## src/hdl/ibac_pkg.sv

```systemverilog
// Shared constants, types and decode helpers of the internal bus access block
package ibac_pkg;

  // ----------------------------------------------------------------
  // Widths
  // ----------------------------------------------------------------
  localparam int ADDR_W = 16;             // CPU address width
  localparam int BYTE_W = 8;              // Internal bus data width
  localparam int WORD_W = 16;             // CPU word width

  // ----------------------------------------------------------------
  // Register map (byte addresses on AXI4-Lite)
  // ----------------------------------------------------------------
  localparam logic [31:0] PMC_OFFSET  = 32'h0000_0004; // Mode control
  localparam logic [31:0] STAT_OFFSET = 32'h0000_0008; // Sequencer status
  localparam logic [7:0]  PMC_RESET   = 8'h00;         // Mode reset value
  localparam int          PMC_SWRST   = 3;             // Reset trigger bit
  localparam int          PMC_RSV_MSB = 2;             // Reserved b2..b0
  localparam int          STAT_BUSY   = 0;             // Busy flag
  localparam int          STAT_AREA_L = 1;             // Last area low bit
  localparam int          STAT_AREA_H = 2;             // Last area high bit
  localparam int          STAT_FAULT  = 3;             // Sticky fault

  // AXI responses
  localparam logic [1:0] RESP_OKAY   = 2'h0;
  localparam logic [1:0] RESP_SLVERR = 2'h2;

  // ----------------------------------------------------------------
  // Single-chip address map
  // ----------------------------------------------------------------
  localparam logic [15:0] SFR_LAST = 16'h02FF;  // SFR from zero up
  localparam logic [15:0] RAM_BASE = 16'h0400;  // Internal RAM start
  localparam logic [15:0] RAM_LAST = 16'h0BFF;  // Internal RAM end
  localparam logic [15:0] ROM_BASE = 16'h4000;  // Internal ROM to top
  localparam logic [15:0] ADDR_INC = 16'h0001;  // Second byte step

  // Bus cycles per byte transfer
  localparam logic [1:0] SFR_CYCLES = 2'h2;
  localparam logic [1:0] MEM_CYCLES = 2'h1;

  // ----------------------------------------------------------------
  // Types
  // ----------------------------------------------------------------
  typedef enum logic [1:0] {
    AREA_NONE = 2'b00,
    AREA_SFR  = 2'b01,
    AREA_RAM  = 2'b10,
    AREA_ROM  = 2'b11
  } ibac_area_t;

  typedef enum logic [1:0] {
    ST_IDLE   = 2'b00,
    ST_FIRST  = 2'b01,
    ST_SECOND = 2'b10
  } ibac_state_t;

  typedef struct packed {
    logic [ADDR_W-1:0] addr;   // Start address, any alignment
    logic              word;   // 1 = 16-bit access
    logic              write;  // 1 = write
    logic [WORD_W-1:0] wdata;  // Low byte goes first
  } ibac_cpu_req_t;

  typedef struct packed {
    logic              strobe; // Transfer in progress
    logic              write;  // Write transfer
    ibac_area_t        area;   // Target area
    logic [ADDR_W-1:0] addr;   // Byte address
    logic [BYTE_W-1:0] wdata;  // Byte write data
  } ibac_byte_bus_t;

  localparam ibac_byte_bus_t BUS_IDLE = '{
    strobe: 1'b0, write: 1'b0, area: AREA_NONE,
    addr: 16'h0000, wdata: 8'h00};

  // Area that a byte address falls in
  function automatic ibac_area_t area_of(input logic [ADDR_W-1:0] a);
    if (a <= SFR_LAST) begin
      area_of = AREA_SFR;
    end else if (a >= RAM_BASE && a <= RAM_LAST) begin
      area_of = AREA_RAM;
    end else if (a >= ROM_BASE) begin
      area_of = AREA_ROM;
    end else begin
      area_of = AREA_NONE;
    end
  endfunction

endpackage

```

## src/hdl/ibac_xfer_timer.sv

```systemverilog
// Cycle counter that marks the last cycle of one byte transfer
`timescale 1ns/1ps
module ibac_xfer_timer (
  input  wire logic mclk,
  input  wire logic rst,
  input  wire logic active,     // Transfer strobe
  input  wire logic isSfr,      // Target is the SFR area
  output logic      lastCycle   // Data moves at this edge
);

  logic [1:0] cnt_reg;          // Cycles already spent
  logic [1:0] need;             // Cycles this transfer needs

  assign need = isSfr ? ibac_pkg::SFR_CYCLES : ibac_pkg::MEM_CYCLES;
  assign lastCycle = active && (cnt_reg == need - 2'h1);

  // Count up, restart after each transfer
  always_ff @(posedge mclk or posedge rst) begin
    if (rst) begin
      cnt_reg <= 2'h0;
    end else if (!active || lastCycle) begin
      cnt_reg <= 2'h0;
    end else begin
      cnt_reg <= cnt_reg + 2'h1;
    end
  end

endmodule

```

## src/hdl/ibac_bus_ctrl.sv

```systemverilog
// Internal bus sequencer with mode control register behind AXI4-Lite
`timescale 1ns/1ps

// How it works
// - SFR byte transfer lasts two clocks
// - ROM and RAM byte transfer lasts one
// - Eight-bit data path, one byte each
// - Word access becomes two byte transfers
// - Even word: even address, then plus one
// - Odd word: odd address, plus one, no fault
// - Only SFR, RAM and ROM are reachable
// - Writing trigger resets device, reads zero
// - Upper four mode bits read zero
module ibac_bus_ctrl (
  input  wire logic                   mclk,
  input  wire logic                   rst,
  // AXI4-Lite slave
  input  wire logic                   s_axi_awvalid,
  output logic                        s_axi_awready,
  input  wire logic [31:0]            s_axi_awaddr,
  input  wire logic                   s_axi_wvalid,
  output logic                        s_axi_wready,
  input  wire logic [31:0]            s_axi_wdata,
  input  wire logic [3:0]             s_axi_wstrb,
  output logic                        s_axi_bvalid,
  input  wire logic                   s_axi_bready,
  output logic [1:0]                  s_axi_bresp,
  input  wire logic                   s_axi_arvalid,
  output logic                        s_axi_arready,
  input  wire logic [31:0]            s_axi_araddr,
  output logic                        s_axi_rvalid,
  input  wire logic                   s_axi_rready,
  output logic [31:0]                 s_axi_rdata,
  output logic [1:0]                  s_axi_rresp,
  // CPU side
  input  wire logic                   cpuValid,
  output logic                        cpuReady,
  input  wire ibac_pkg::ibac_cpu_req_t cpuReq,
  output logic                        cpuDone,
  output logic                        cpuFault,
  output logic [15:0]                 cpuRdata,
  // Internal byte bus
  output ibac_pkg::ibac_byte_bus_t    busOut,
  input  wire logic [7:0]             busRdata,
  output logic                        busLast,
  // Whole-device reset request
  output logic                        deviceResetReq
);

  // ----------------------------------------------------------------
  // Declarations
  // ----------------------------------------------------------------
  ibac_pkg::ibac_state_t    state_reg, state_next;   // Sequencer
  ibac_pkg::ibac_byte_bus_t bus_reg, bus_next;       // Byte bus drive
  ibac_pkg::ibac_cpu_req_t  req_reg, req_next;       // Held request
  ibac_pkg::ibac_area_t     area_reg, area_next;     // Last area used
  ibac_pkg::ibac_area_t     firstArea;               // Area of start
  ibac_pkg::ibac_area_t     secondArea;              // Area of byte two
  logic [15:0]              secAddr;                 // Start plus one
  logic [7:0]               lo_reg, lo_next;         // First byte read
  logic                     done_reg, done_next;     // Answer pulse
  logic                     fault_reg, fault_next;   // Answer fault
  logic [15:0]              rdat_reg, rdat_next;     // Answer data
  logic                     faultEvt;                // Unmapped access
  logic [7:0]               pmc_reg;                 // Mode control
  logic                     swRst_reg;               // Reset pulse
  logic                     faultSticky_reg;         // Status flag
  logic                     awHeld_reg, wHeld_reg;   // Captured halves
  logic [31:0]              awAddr_reg, wData_reg;   // Write payload
  logic [3:0]               wStrb_reg;               // Write lanes
  logic                     bvalid_reg, rvalid_reg;  // Responses
  logic [1:0]               bresp_reg, rresp_reg;    // Response codes
  logic [31:0]              rdata_reg;               // Read data
  logic                     doWrite;                 // Both halves here
  logic                     doRead;                  // Read address taken
  logic                     wrPmc, wrStat;           // Write decode
  logic                     rdPmc, rdStat;           // Read decode
  logic [7:0]               pmcView;                 // Mode read value
  logic [7:0]               statView;                // Status value

  // ----------------------------------------------------------------
  // Transfer timing
  // ----------------------------------------------------------------
  ibac_xfer_timer u_timer (
    .mclk      (mclk),
    .rst       (rst),
    .active    (bus_reg.strobe),
    .isSfr     (bus_reg.area == ibac_pkg::AREA_SFR),
    .lastCycle (busLast)
  );

  // ----------------------------------------------------------------
  // Sequencer decode
  // ----------------------------------------------------------------
  // reject addresses outside areas
  assign firstArea  = ibac_pkg::area_of(cpuReq.addr);
  assign secAddr    = req_reg.addr + ibac_pkg::ADDR_INC;
  assign secondArea = ibac_pkg::area_of(secAddr);
  assign cpuReady   = (state_reg == ibac_pkg::ST_IDLE) && !swRst_reg;

  // Next state of the byte sequencer
  always_comb begin
    state_next = state_reg;
    bus_next   = bus_reg;
    req_next   = req_reg;
    area_next  = area_reg;
    lo_next    = lo_reg;
    done_next  = 1'b0;
    fault_next = fault_reg;
    rdat_next  = rdat_reg;
    faultEvt   = 1'b0;
    unique case (state_reg)
      ibac_pkg::ST_IDLE: begin
        if (cpuValid && cpuReady) begin
          req_next = cpuReq;
          if (firstArea == ibac_pkg::AREA_NONE) begin
            // Unreachable area, answer at once
            done_next  = 1'b1;
            fault_next = 1'b1;
            rdat_next  = 16'h0000;
            faultEvt   = 1'b1;
          end else begin
            bus_next = '{strobe: 1'b1, write: cpuReq.write,
                         area: firstArea, addr: cpuReq.addr,
                         wdata: cpuReq.wdata[7:0]};
            state_next = ibac_pkg::ST_FIRST;
          end
        end
      end
      ibac_pkg::ST_FIRST: begin
        if (busLast) begin
          lo_next   = busRdata;
          area_next = bus_reg.area;
          // word goes on to byte two
          if (req_reg.word && secondArea != ibac_pkg::AREA_NONE) begin
            // next byte follows with no gap
            bus_next = '{strobe: 1'b1, write: req_reg.write,
                         area: secondArea, addr: secAddr,
                         wdata: req_reg.wdata[15:8]};
            state_next = ibac_pkg::ST_SECOND;
          end else begin
            // Byte access ends, or byte two unmapped
            bus_next   = ibac_pkg::BUS_IDLE;
            state_next = ibac_pkg::ST_IDLE;
            done_next  = 1'b1;
            fault_next = req_reg.word;
            faultEvt   = req_reg.word;
            rdat_next  = req_reg.word ? 16'h0000 : {8'h00, busRdata};
          end
        end
      end
      ibac_pkg::ST_SECOND: begin
        if (busLast) begin
          // Word assembled low byte first
          bus_next   = ibac_pkg::BUS_IDLE;
          area_next  = bus_reg.area;
          state_next = ibac_pkg::ST_IDLE;
          done_next  = 1'b1;
          fault_next = 1'b0;
          rdat_next  = {busRdata, lo_reg};
        end
      end
      default: begin
        // Illegal code, return to rest
        bus_next   = ibac_pkg::BUS_IDLE;
        state_next = ibac_pkg::ST_IDLE;
      end
    endcase
    if (swRst_reg) begin
      bus_next   = ibac_pkg::BUS_IDLE;
      state_next = ibac_pkg::ST_IDLE;
      done_next  = 1'b0;
      faultEvt   = 1'b0;
    end
  end

  // Sequencer registers
  always_ff @(posedge mclk or posedge rst) begin
    if (rst) begin
      state_reg <= ibac_pkg::ST_IDLE;
      bus_reg   <= ibac_pkg::BUS_IDLE;
      req_reg   <= '0;
      area_reg  <= ibac_pkg::AREA_NONE;
      lo_reg    <= 8'h00;
      done_reg  <= 1'b0;
      fault_reg <= 1'b0;
      rdat_reg  <= 16'h0000;
    end else begin
      state_reg <= state_next;
      bus_reg   <= bus_next;
      req_reg   <= req_next;
      area_reg  <= area_next;
      lo_reg    <= lo_next;
      done_reg  <= done_next;
      fault_reg <= fault_next;
      rdat_reg  <= rdat_next;
    end
  end

  assign busOut   = bus_reg;
  assign cpuDone  = done_reg;
  assign cpuFault = fault_reg;
  assign cpuRdata = rdat_reg;

  // ----------------------------------------------------------------
  // AXI4-Lite write path
  // ----------------------------------------------------------------
  assign s_axi_awready = !awHeld_reg && !bvalid_reg;
  assign s_axi_wready  = !wHeld_reg && !bvalid_reg;
  assign doWrite = awHeld_reg && wHeld_reg && !bvalid_reg;
  assign wrPmc   = doWrite && (awAddr_reg == ibac_pkg::PMC_OFFSET);
  assign wrStat  = doWrite && (awAddr_reg == ibac_pkg::STAT_OFFSET);

  // Capture address and data in either order
  always_ff @(posedge mclk or posedge rst) begin
    if (rst) begin
      awHeld_reg <= 1'b0;
      wHeld_reg  <= 1'b0;
      awAddr_reg <= 32'h0000_0000;
      wData_reg  <= 32'h0000_0000;
      wStrb_reg  <= 4'h0;
    end else begin
      if (s_axi_awvalid && s_axi_awready) begin
        awHeld_reg <= 1'b1;
        awAddr_reg <= {s_axi_awaddr[31:2], 2'h0};
      end else if (doWrite) begin
        awHeld_reg <= 1'b0;
      end
      if (s_axi_wvalid && s_axi_wready) begin
        wHeld_reg <= 1'b1;
        wData_reg <= s_axi_wdata;
        wStrb_reg <= s_axi_wstrb;
      end else if (doWrite) begin
        wHeld_reg <= 1'b0;
      end
    end
  end

  // Write response, error on unmapped word
  always_ff @(posedge mclk or posedge rst) begin
    if (rst) begin
      bvalid_reg <= 1'b0;
      bresp_reg  <= ibac_pkg::RESP_OKAY;
    end else if (doWrite) begin
      bvalid_reg <= 1'b1;
      bresp_reg  <= (wrPmc || wrStat) ? ibac_pkg::RESP_OKAY
                                      : ibac_pkg::RESP_SLVERR;
    end else if (s_axi_bready) begin
      bvalid_reg <= 1'b0;
    end
  end

  assign s_axi_bvalid = bvalid_reg;
  assign s_axi_bresp  = bresp_reg;

  // ----------------------------------------------------------------
  // Mode control and status
  // ----------------------------------------------------------------
  // Mode register, reserved low bits kept
  always_ff @(posedge mclk or posedge rst) begin
    if (rst) begin
      pmc_reg   <= ibac_pkg::PMC_RESET;
      swRst_reg <= 1'b0;
    end else begin
      swRst_reg <= wrPmc && wStrb_reg[0] && wData_reg[ibac_pkg::PMC_SWRST];
      if (swRst_reg) begin
        pmc_reg <= ibac_pkg::PMC_RESET;
      end else if (wrPmc && wStrb_reg[0]) begin
        pmc_reg <= {5'h00, wData_reg[ibac_pkg::PMC_RSV_MSB:0]};
      end
    end
  end

  // Sticky fault, new event beats clear
  always_ff @(posedge mclk or posedge rst) begin
    if (rst) begin
      faultSticky_reg <= 1'b0;
    end else if (faultEvt) begin
      faultSticky_reg <= 1'b1;
    end else if (swRst_reg) begin
      faultSticky_reg <= 1'b0;
    end else if (wrStat && wStrb_reg[0] &&
                 wData_reg[ibac_pkg::STAT_FAULT]) begin
      faultSticky_reg <= 1'b0;
    end
  end

  assign deviceResetReq = swRst_reg;

  // upper bits and trigger read zero
  assign pmcView  = {5'h00, pmc_reg[ibac_pkg::PMC_RSV_MSB:0]};
  assign statView = {4'h0, faultSticky_reg, area_reg,
                     state_reg != ibac_pkg::ST_IDLE};

  // ----------------------------------------------------------------
  // AXI4-Lite read path
  // ----------------------------------------------------------------
  assign s_axi_arready = !rvalid_reg;
  assign doRead = s_axi_arvalid && s_axi_arready;
  assign rdPmc  = {s_axi_araddr[31:2], 2'h0} == ibac_pkg::PMC_OFFSET;
  assign rdStat = {s_axi_araddr[31:2], 2'h0} == ibac_pkg::STAT_OFFSET;

  // Read answer one clock after address
  always_ff @(posedge mclk or posedge rst) begin
    if (rst) begin
      rvalid_reg <= 1'b0;
      rresp_reg  <= ibac_pkg::RESP_OKAY;
      rdata_reg  <= 32'h0000_0000;
    end else if (doRead) begin
      rvalid_reg <= 1'b1;
      rresp_reg  <= (rdPmc || rdStat) ? ibac_pkg::RESP_OKAY
                                      : ibac_pkg::RESP_SLVERR;
      rdata_reg  <= rdPmc  ? {24'h00_0000, pmcView}  :
                    rdStat ? {24'h00_0000, statView} : 32'h0000_0000;
    end else if (s_axi_rready) begin
      rvalid_reg <= 1'b0;
    end
  end

  assign s_axi_rvalid = rvalid_reg;
  assign s_axi_rdata  = rdata_reg;
  assign s_axi_rresp  = rresp_reg;

endmodule

```

## config.mk

```make
export PLATFORM = sky130hd
export DESIGN_NAME = ibac_bus_ctrl
export DESIGN_NICKNAME = d
export VERILOG_FILES = /design/src/hdl/ibac_pkg.sv /design/src/hdl/ibac_xfer_timer.sv /design/src/hdl/ibac_bus_ctrl.sv
export SDC_FILE = /design/constraint.sdc
export NUM_CORES = 1
export LEC_CHECK = 0
export ABC_AREA = 0
export BUFFER_PORTS_ARGS = -buffer_cell sky130_fd_sc_hd__buf_2
export CORE_MARGIN = 1
export CORE_UTILIZATION = 50
export CTS_CLUSTER_DIAMETER = 60
export DETAILED_ROUTE_END_ITERATION = 12
export PLACE_DENSITY = 0.91
export SETUP_SLACK_MARGIN = 0.1
export SYNTH_ARGS = -nofsm -noshare
export SYNTH_HDL_FRONTEND = slang
export SYNTH_SLANG_ARGS = --single-unit
```

## constraint.sdc

```tcl
create_clock -name mclk -period 4.85 [get_ports mclk]
set_input_delay 0.2425 -clock mclk [delete_from_list [all_inputs] [get_ports mclk]]
set_output_delay 0.2425 -clock mclk [all_outputs]
set_load 0.05 [all_outputs]
```

# Word level (Yosys, flattened, before mapping)
# Cells that the tools add are included.
# classes
n_mux	62
reduce_logical	45
order_cmp	8
n_eq_ne	17
add_sub_neg	3
# ops
operator	count
28-bit two-way mux	6
28-bit case mux with 3 select lines	1
16-bit two-way mux	5
30-bit by 1-bit == test with 1-bit output, second input constant	2
30-bit by 2-bit == test with 1-bit output, second input constant	2
16-bit case mux with 3 select lines	1
16-bit by 11-bit greater-or-equal comparator with 1-bit output, second input constant	2
16-bit by 15-bit greater-or-equal comparator with 1-bit output, second input constant	2
16-bit by 10-bit <= comparator with 1-bit output, second input constant	2
16-bit by 12-bit <= comparator with 1-bit output, second input constant	2
2-bit two-way mux	16
1-bit two-way mux	24
1-bit logical AND	19
16-bit by 1-bit adder with 16-bit output, second input constant	1
2-bit nonzero test	7
3-bit by 2-bit != test with 1-bit output, second input constant	3
4-bit two-way mux	2
8-bit two-way mux	1
2-bit by 1-bit != test with 1-bit output, second input constant	4
1-bit logical NOT	6
3-bit two-way mux	2
1-bit case mux with 3 select lines	2
2-bit case mux with 3 select lines	1
2-bit AND reduction	3
other kinds (14)	19
# totals
register_bits	174
elab_cells	164

# Logic depth before layout (Yosys ltp)
# logic_depth
word_depth	12
depth_mapped	9
depth_no_buf	8

# By module
# Synthesis repeated with hierarchy kept, for this count alone.
# hier_totals
hier_cells	577
hier_area_um2	6560.0
# modules_own_cells
mod	cells_each	instances	area_per_inst_um2
ibac_bus_ctrl	568	1	6461.2
ibac_xfer_timer	9	1	98.8

# Least setup slack after synthesis
# Ideal clock, no wire load.
# synth_path
path_type	flip-flop to flip-flop
from	reg state_reg[0]
to	reg rdat_reg[0], in the netlist cpuRdata[0]
setup_ns	0.125
path_stages_with_launch	10
t_arrival_ns	3.044
setup_slack_ns	1.681
cell_sequence	dfrtp_1 -> inv_1 -> ha_1 -> nor2b_1 -> o2111ai_1 -> a21oi_1 -> o21ai_0 -> a221oi_4 -> buf_8 -> mux2_4
# synth_via
elab_chain_len	5
elab_cells_between_ends	13
cone_classes	eq/ne (7); mux (1); reduce/logical (5)
# synth_rtl
item	line	rtl
from (decl)	ibac_bus_ctrl.sv:53	ibac_pkg::ibac_state_t state_reg, state_next;
from (signal assigned)	ibac_bus_ctrl.sv:180	state_reg <= ibac_pkg::ST_IDLE;
from (signal assigned)	ibac_bus_ctrl.sv:189	state_reg <= state_next;
2-bit logical NOT	ibac_bus_ctrl.sv:99	assign cpuReady = (state_reg == ibac_pkg::ST_IDLE) && !swRst_reg;
1-bit logical AND	ibac_bus_ctrl.sv:99	
named net cpuReady	ibac_bus_ctrl.sv:37	output logic cpuReady,
1-bit logical AND	ibac_bus_ctrl.sv:114	if (cpuValid && cpuReady) begin
2-bit by 1-bit != test with 1-bit output (no source line)	n/a	
6-bit AND reduction (no source line)	n/a	
to (signal assigned)	ibac_bus_ctrl.sv:196	rdat_reg <= rdat_next;
to (decl)	ibac_bus_ctrl.sv:63	logic [15:0] rdat_reg, rdat_next;
# The timed path passes the listed nets, and every way through them passes these cells.
# A chain may end at the register's enable or synchronous reset.

# Worst setup path after layout
# layout_path
from	reg req_reg[18] (netlist name)
to	reg rdat_reg[14], in the netlist cpuRdata[14]
# layout_via
elab_chain_len	9
elab_cells_between_ends	13
cone_classes	add/sub (1); order compare (4); eq/ne (1); mux (3); reduce/logical (4)
# layout_rtl
item	line	rtl
from (decl)	ibac_bus_ctrl.sv:55	ibac_pkg::ibac_cpu_req_t req_reg, req_next;
from (signal assigned)	ibac_bus_ctrl.sv:191	req_reg <= req_next;
16-bit by 1-bit adder with 16-bit output (*)	ibac_bus_ctrl.sv:97	assign secAddr = req_reg.addr + ibac_pkg::ADDR_INC;
16-bit by 15-bit greater-or-equal comparator with 1-bit output, or another cell as far along	ibac_pkg.sv:82	end else if (a >= ROM_BASE) begin
2-bit two-way mux / 1-bit logical AND (equally long branches)	ibac_pkg.sv:82, ibac_pkg.sv:80	
2-bit two-way mux	ibac_pkg.sv:80	end else if (a >= RAM_BASE && a <= RAM_LAST) begin
2-bit two-way mux (*)	ibac_pkg.sv:78	if (a <= SFR_LAST) begin
2-bit nonzero test (*)	ibac_bus_ctrl.sv:135	if (req_reg.word && secondArea != ibac_pkg::AREA_NONE) begin
1-bit logical AND (*)	ibac_bus_ctrl.sv:135	
2-bit != test (no source line) (*)	n/a	
6-bit AND reduction (no source line) (*)	n/a	
# Mark *: on every way between the ends. The rest lies on a longest branch, timed or not.

==> out/summary.txt <==
setup_tns: 0 ns
Hold Slack: -0.0119 ns
boundary pin count: 240
Max-Cap Viols: 0
static leakage: 0.00404 uW
fin crit share: 71.2%
Slew HR: 41.4%
Antenna Cells: 0
Post-synth top cells: 136 x dfrtp_1, 77 x mux2_2, 42 x mux2i_1
post-DP HPWL: 11000 microns
Worst Max-Slew Pin Slew: 0.878 ns
grt ovf: 0
dpl ws: 1.48 ns
Pre-Repair DR Iteration Count: 4
Post-Syn Instances: 603
Cell Area, Synth: 0.00687 sq mm
final setup margin: 1.40 ns
placed cell area: 0.00779 sq mm
Clock transition at path regs: 0.05 ns
CP required: 5.19 ns
final net count: 934
depth of the CTS H-tree: 4
Area contributors post-synth: dfrtp_1 50%, mux2_2 13%, mux2i_1 6.1%, buf_4 3.4%, and2_1 2.8%
filler instances: 1075
Max VDD drop: 0.506 mV
Layout area overhead: 22.4%
met2 Resource Use GR: 42.7%
Startpoint Class: flip-flop
reg-to-reg endpoint: cpuRdata[14]
Largest register FFs: 30
Slew Viols, Final: 0
yosys warns: 0
f_max: 290 MHz
largest net degree at the start of global routing: 98
Die Footprint: 0.0142 sq mm
met1 usage: 28.0%
PwrDens: 722 mW/mm^2
prevailing post-synth register cell: dfrtp_1
Initial Utilization: 51.5%
gr usage total: 24.2%
Cell Rows: 42
flop2flop setup slack: 1.40 ns
CTS Buf Count: 17
core footprint: 0.0133 sq mm
GP Congestion: 0.831
total number of vias: 5263
Max Root-Sink Buffers: 2
Crit Path Category: flip-flop to flip-flop
largest fanout on the critical path: 14
reg2reg path depth: 8
Clock Skew: 0.0210 ns
detailed-route vias per instance: 5.45
fin crit period: 3.45 ns
Reg-to-Reg Start: req_reg[18]
Synth Area per Inst: 11.4 sq um
Detailed Route WL: 16100 microns
beginning of the critical path: req_reg[18]
final setup fails: 0
Root Buffer: clkbuf_16
failing checks: negative hold slack
initial antenna violation count: 0
Worst Hold Class: input pin to async pin
Critical Path Sink Type: flip-flop
area fraction of the dominant cell type after synthesis: 49.5%
CTS tree: built
post-CTS setup buffer count: 0
number of synthesized flops with an enable pin: 0
Die Y: 119 microns
post-synthesis register bit count: 136
vias in the first global route: 5583
Netlist cell types: 63
busiest grt layer: met2
total power draw: 6070 uW
status: complete, but fails checks
Post-route DRC: 0
Design Area, Final: 0.00841 sq mm
Skew-Pair Late Insertion Delay: 0.42 ns
antenna-violating nets left: 0
Die W: 119 microns
I/O Buffers: 174
RSZ-0062 raised after global routing: false
met3 Usage GRT: 6.94%
count leader, synth: dfrtp_1
CTS sink cnt: 136
final hold violation count: 11
Post-synth ARST share: 100%
fraction of layout cells with a size suffix above 1: 38.7%
Avg WL per Cell: 16.7 microns
Arr. time, crit path: 3.79 ns
first-pass GRT wire length: 26800 microns
initial drt markers: 273
leading area contributor after synthesis: dfrtp_1
sequential-to-total area share from yosys stat: 49.5%
==> logic make-up (layout without fill, tap and decap cells) <==
logic type,after synthesis,count (layout),synth area share [%]
AO/OA/AOI/OAI,82,82,8.47
XOR/XNOR,16,16,2.04
adder cells (fa/ha/maj),7,7,1.27
buffers and inverters,89,247,6.81
flip-flops,136,136,49.5
multiplexers,120,120,19.0
other,1,30,0.0546
AND/OR/NAND/NOR,152,152,12.9
==> cell type report <==
cell class	count	area, sq um	share of cell area [%]
tap	176	220	2.62
clock buffer	25	505	6.01
inverter	31	121	1.44
multi-input combinational	407	3120	37.1
clock inverter	7	90.1	1.07
sequential	136	3400	40.5
timing repair buffer	184	951	11.3
==> through the flow <==
step | std cells | utilization [%]
after detailed placement | 932 | 58.4
final | 966 | 63.0
after global placement | 932 | 58.4
after global routing | 966 | 63.0
after floorplan | 632 | -
after CTS | 966 | 63.0
==> power breakdown <==
group	leakage, uW	internal [uW]	total [uW]	switching, uW
Sequential	0.00168	1620	2010	384
Combinational	0.00207	1100	2790	1690
Clock	0.000289	822	1280	461
==> worst max-delay path by stage <==
stage,endpoint,depth (start not counted)
after floorplan,area_reg[0],1
after global placement,cpuRdata[11],8
after detailed placement,cpuRdata[12],8
after CTS,cpuRdata[14],8
after global routing,cpuRdata[14],8
final,cpuRdata[14],8
==> cells in the final DEF (no fill, tap or decap), types with 6 or more instances in the layout <==
cell	instances
a21oi_1	10
a22o_1	8
and2_1	31
buf_2	174
buf_4	8
clkbuf_16	17
conb_1	30
dfrtp_1	136
ha_1	7
inv_1	30
mux2_2	77
mux2i_1	42
nand2_1	32
nand3_1	9
nand4_1	6
nor2_1	28
nor4_1	16
o21ai_0	11
o22ai_1	25
xnor2_1	10
xor2_1	6
==> repair_timing <==
item | 4_1_cts | 5_1_grt
endpoints found under the setup margin | 0 | 0
gates resized for setup | 0 | 0
hold buffers | 2 | 0
hold endpoints to repair | 2 | 0
==> critical path: stages, from the launching register on <==
cell	delay [ns]
dfrtp_1	0.45
ha_1	0.32
nand3_4	0.16
nor4_1	0.50
mux2i_1	0.51
nor2_1	0.18
a221oi_4	0.76
buf_4	0.28
mux2i_1	0.21
==> metal layers <==
layer  part of all wire (%)  wire length (microns)
met2                     51                   8250
met1                     41                   6600
met5                      0                      0
met4                    1.4                    225
met3                    6.3                   1020
Note: power is estimated with default switching activity, not from simulation.
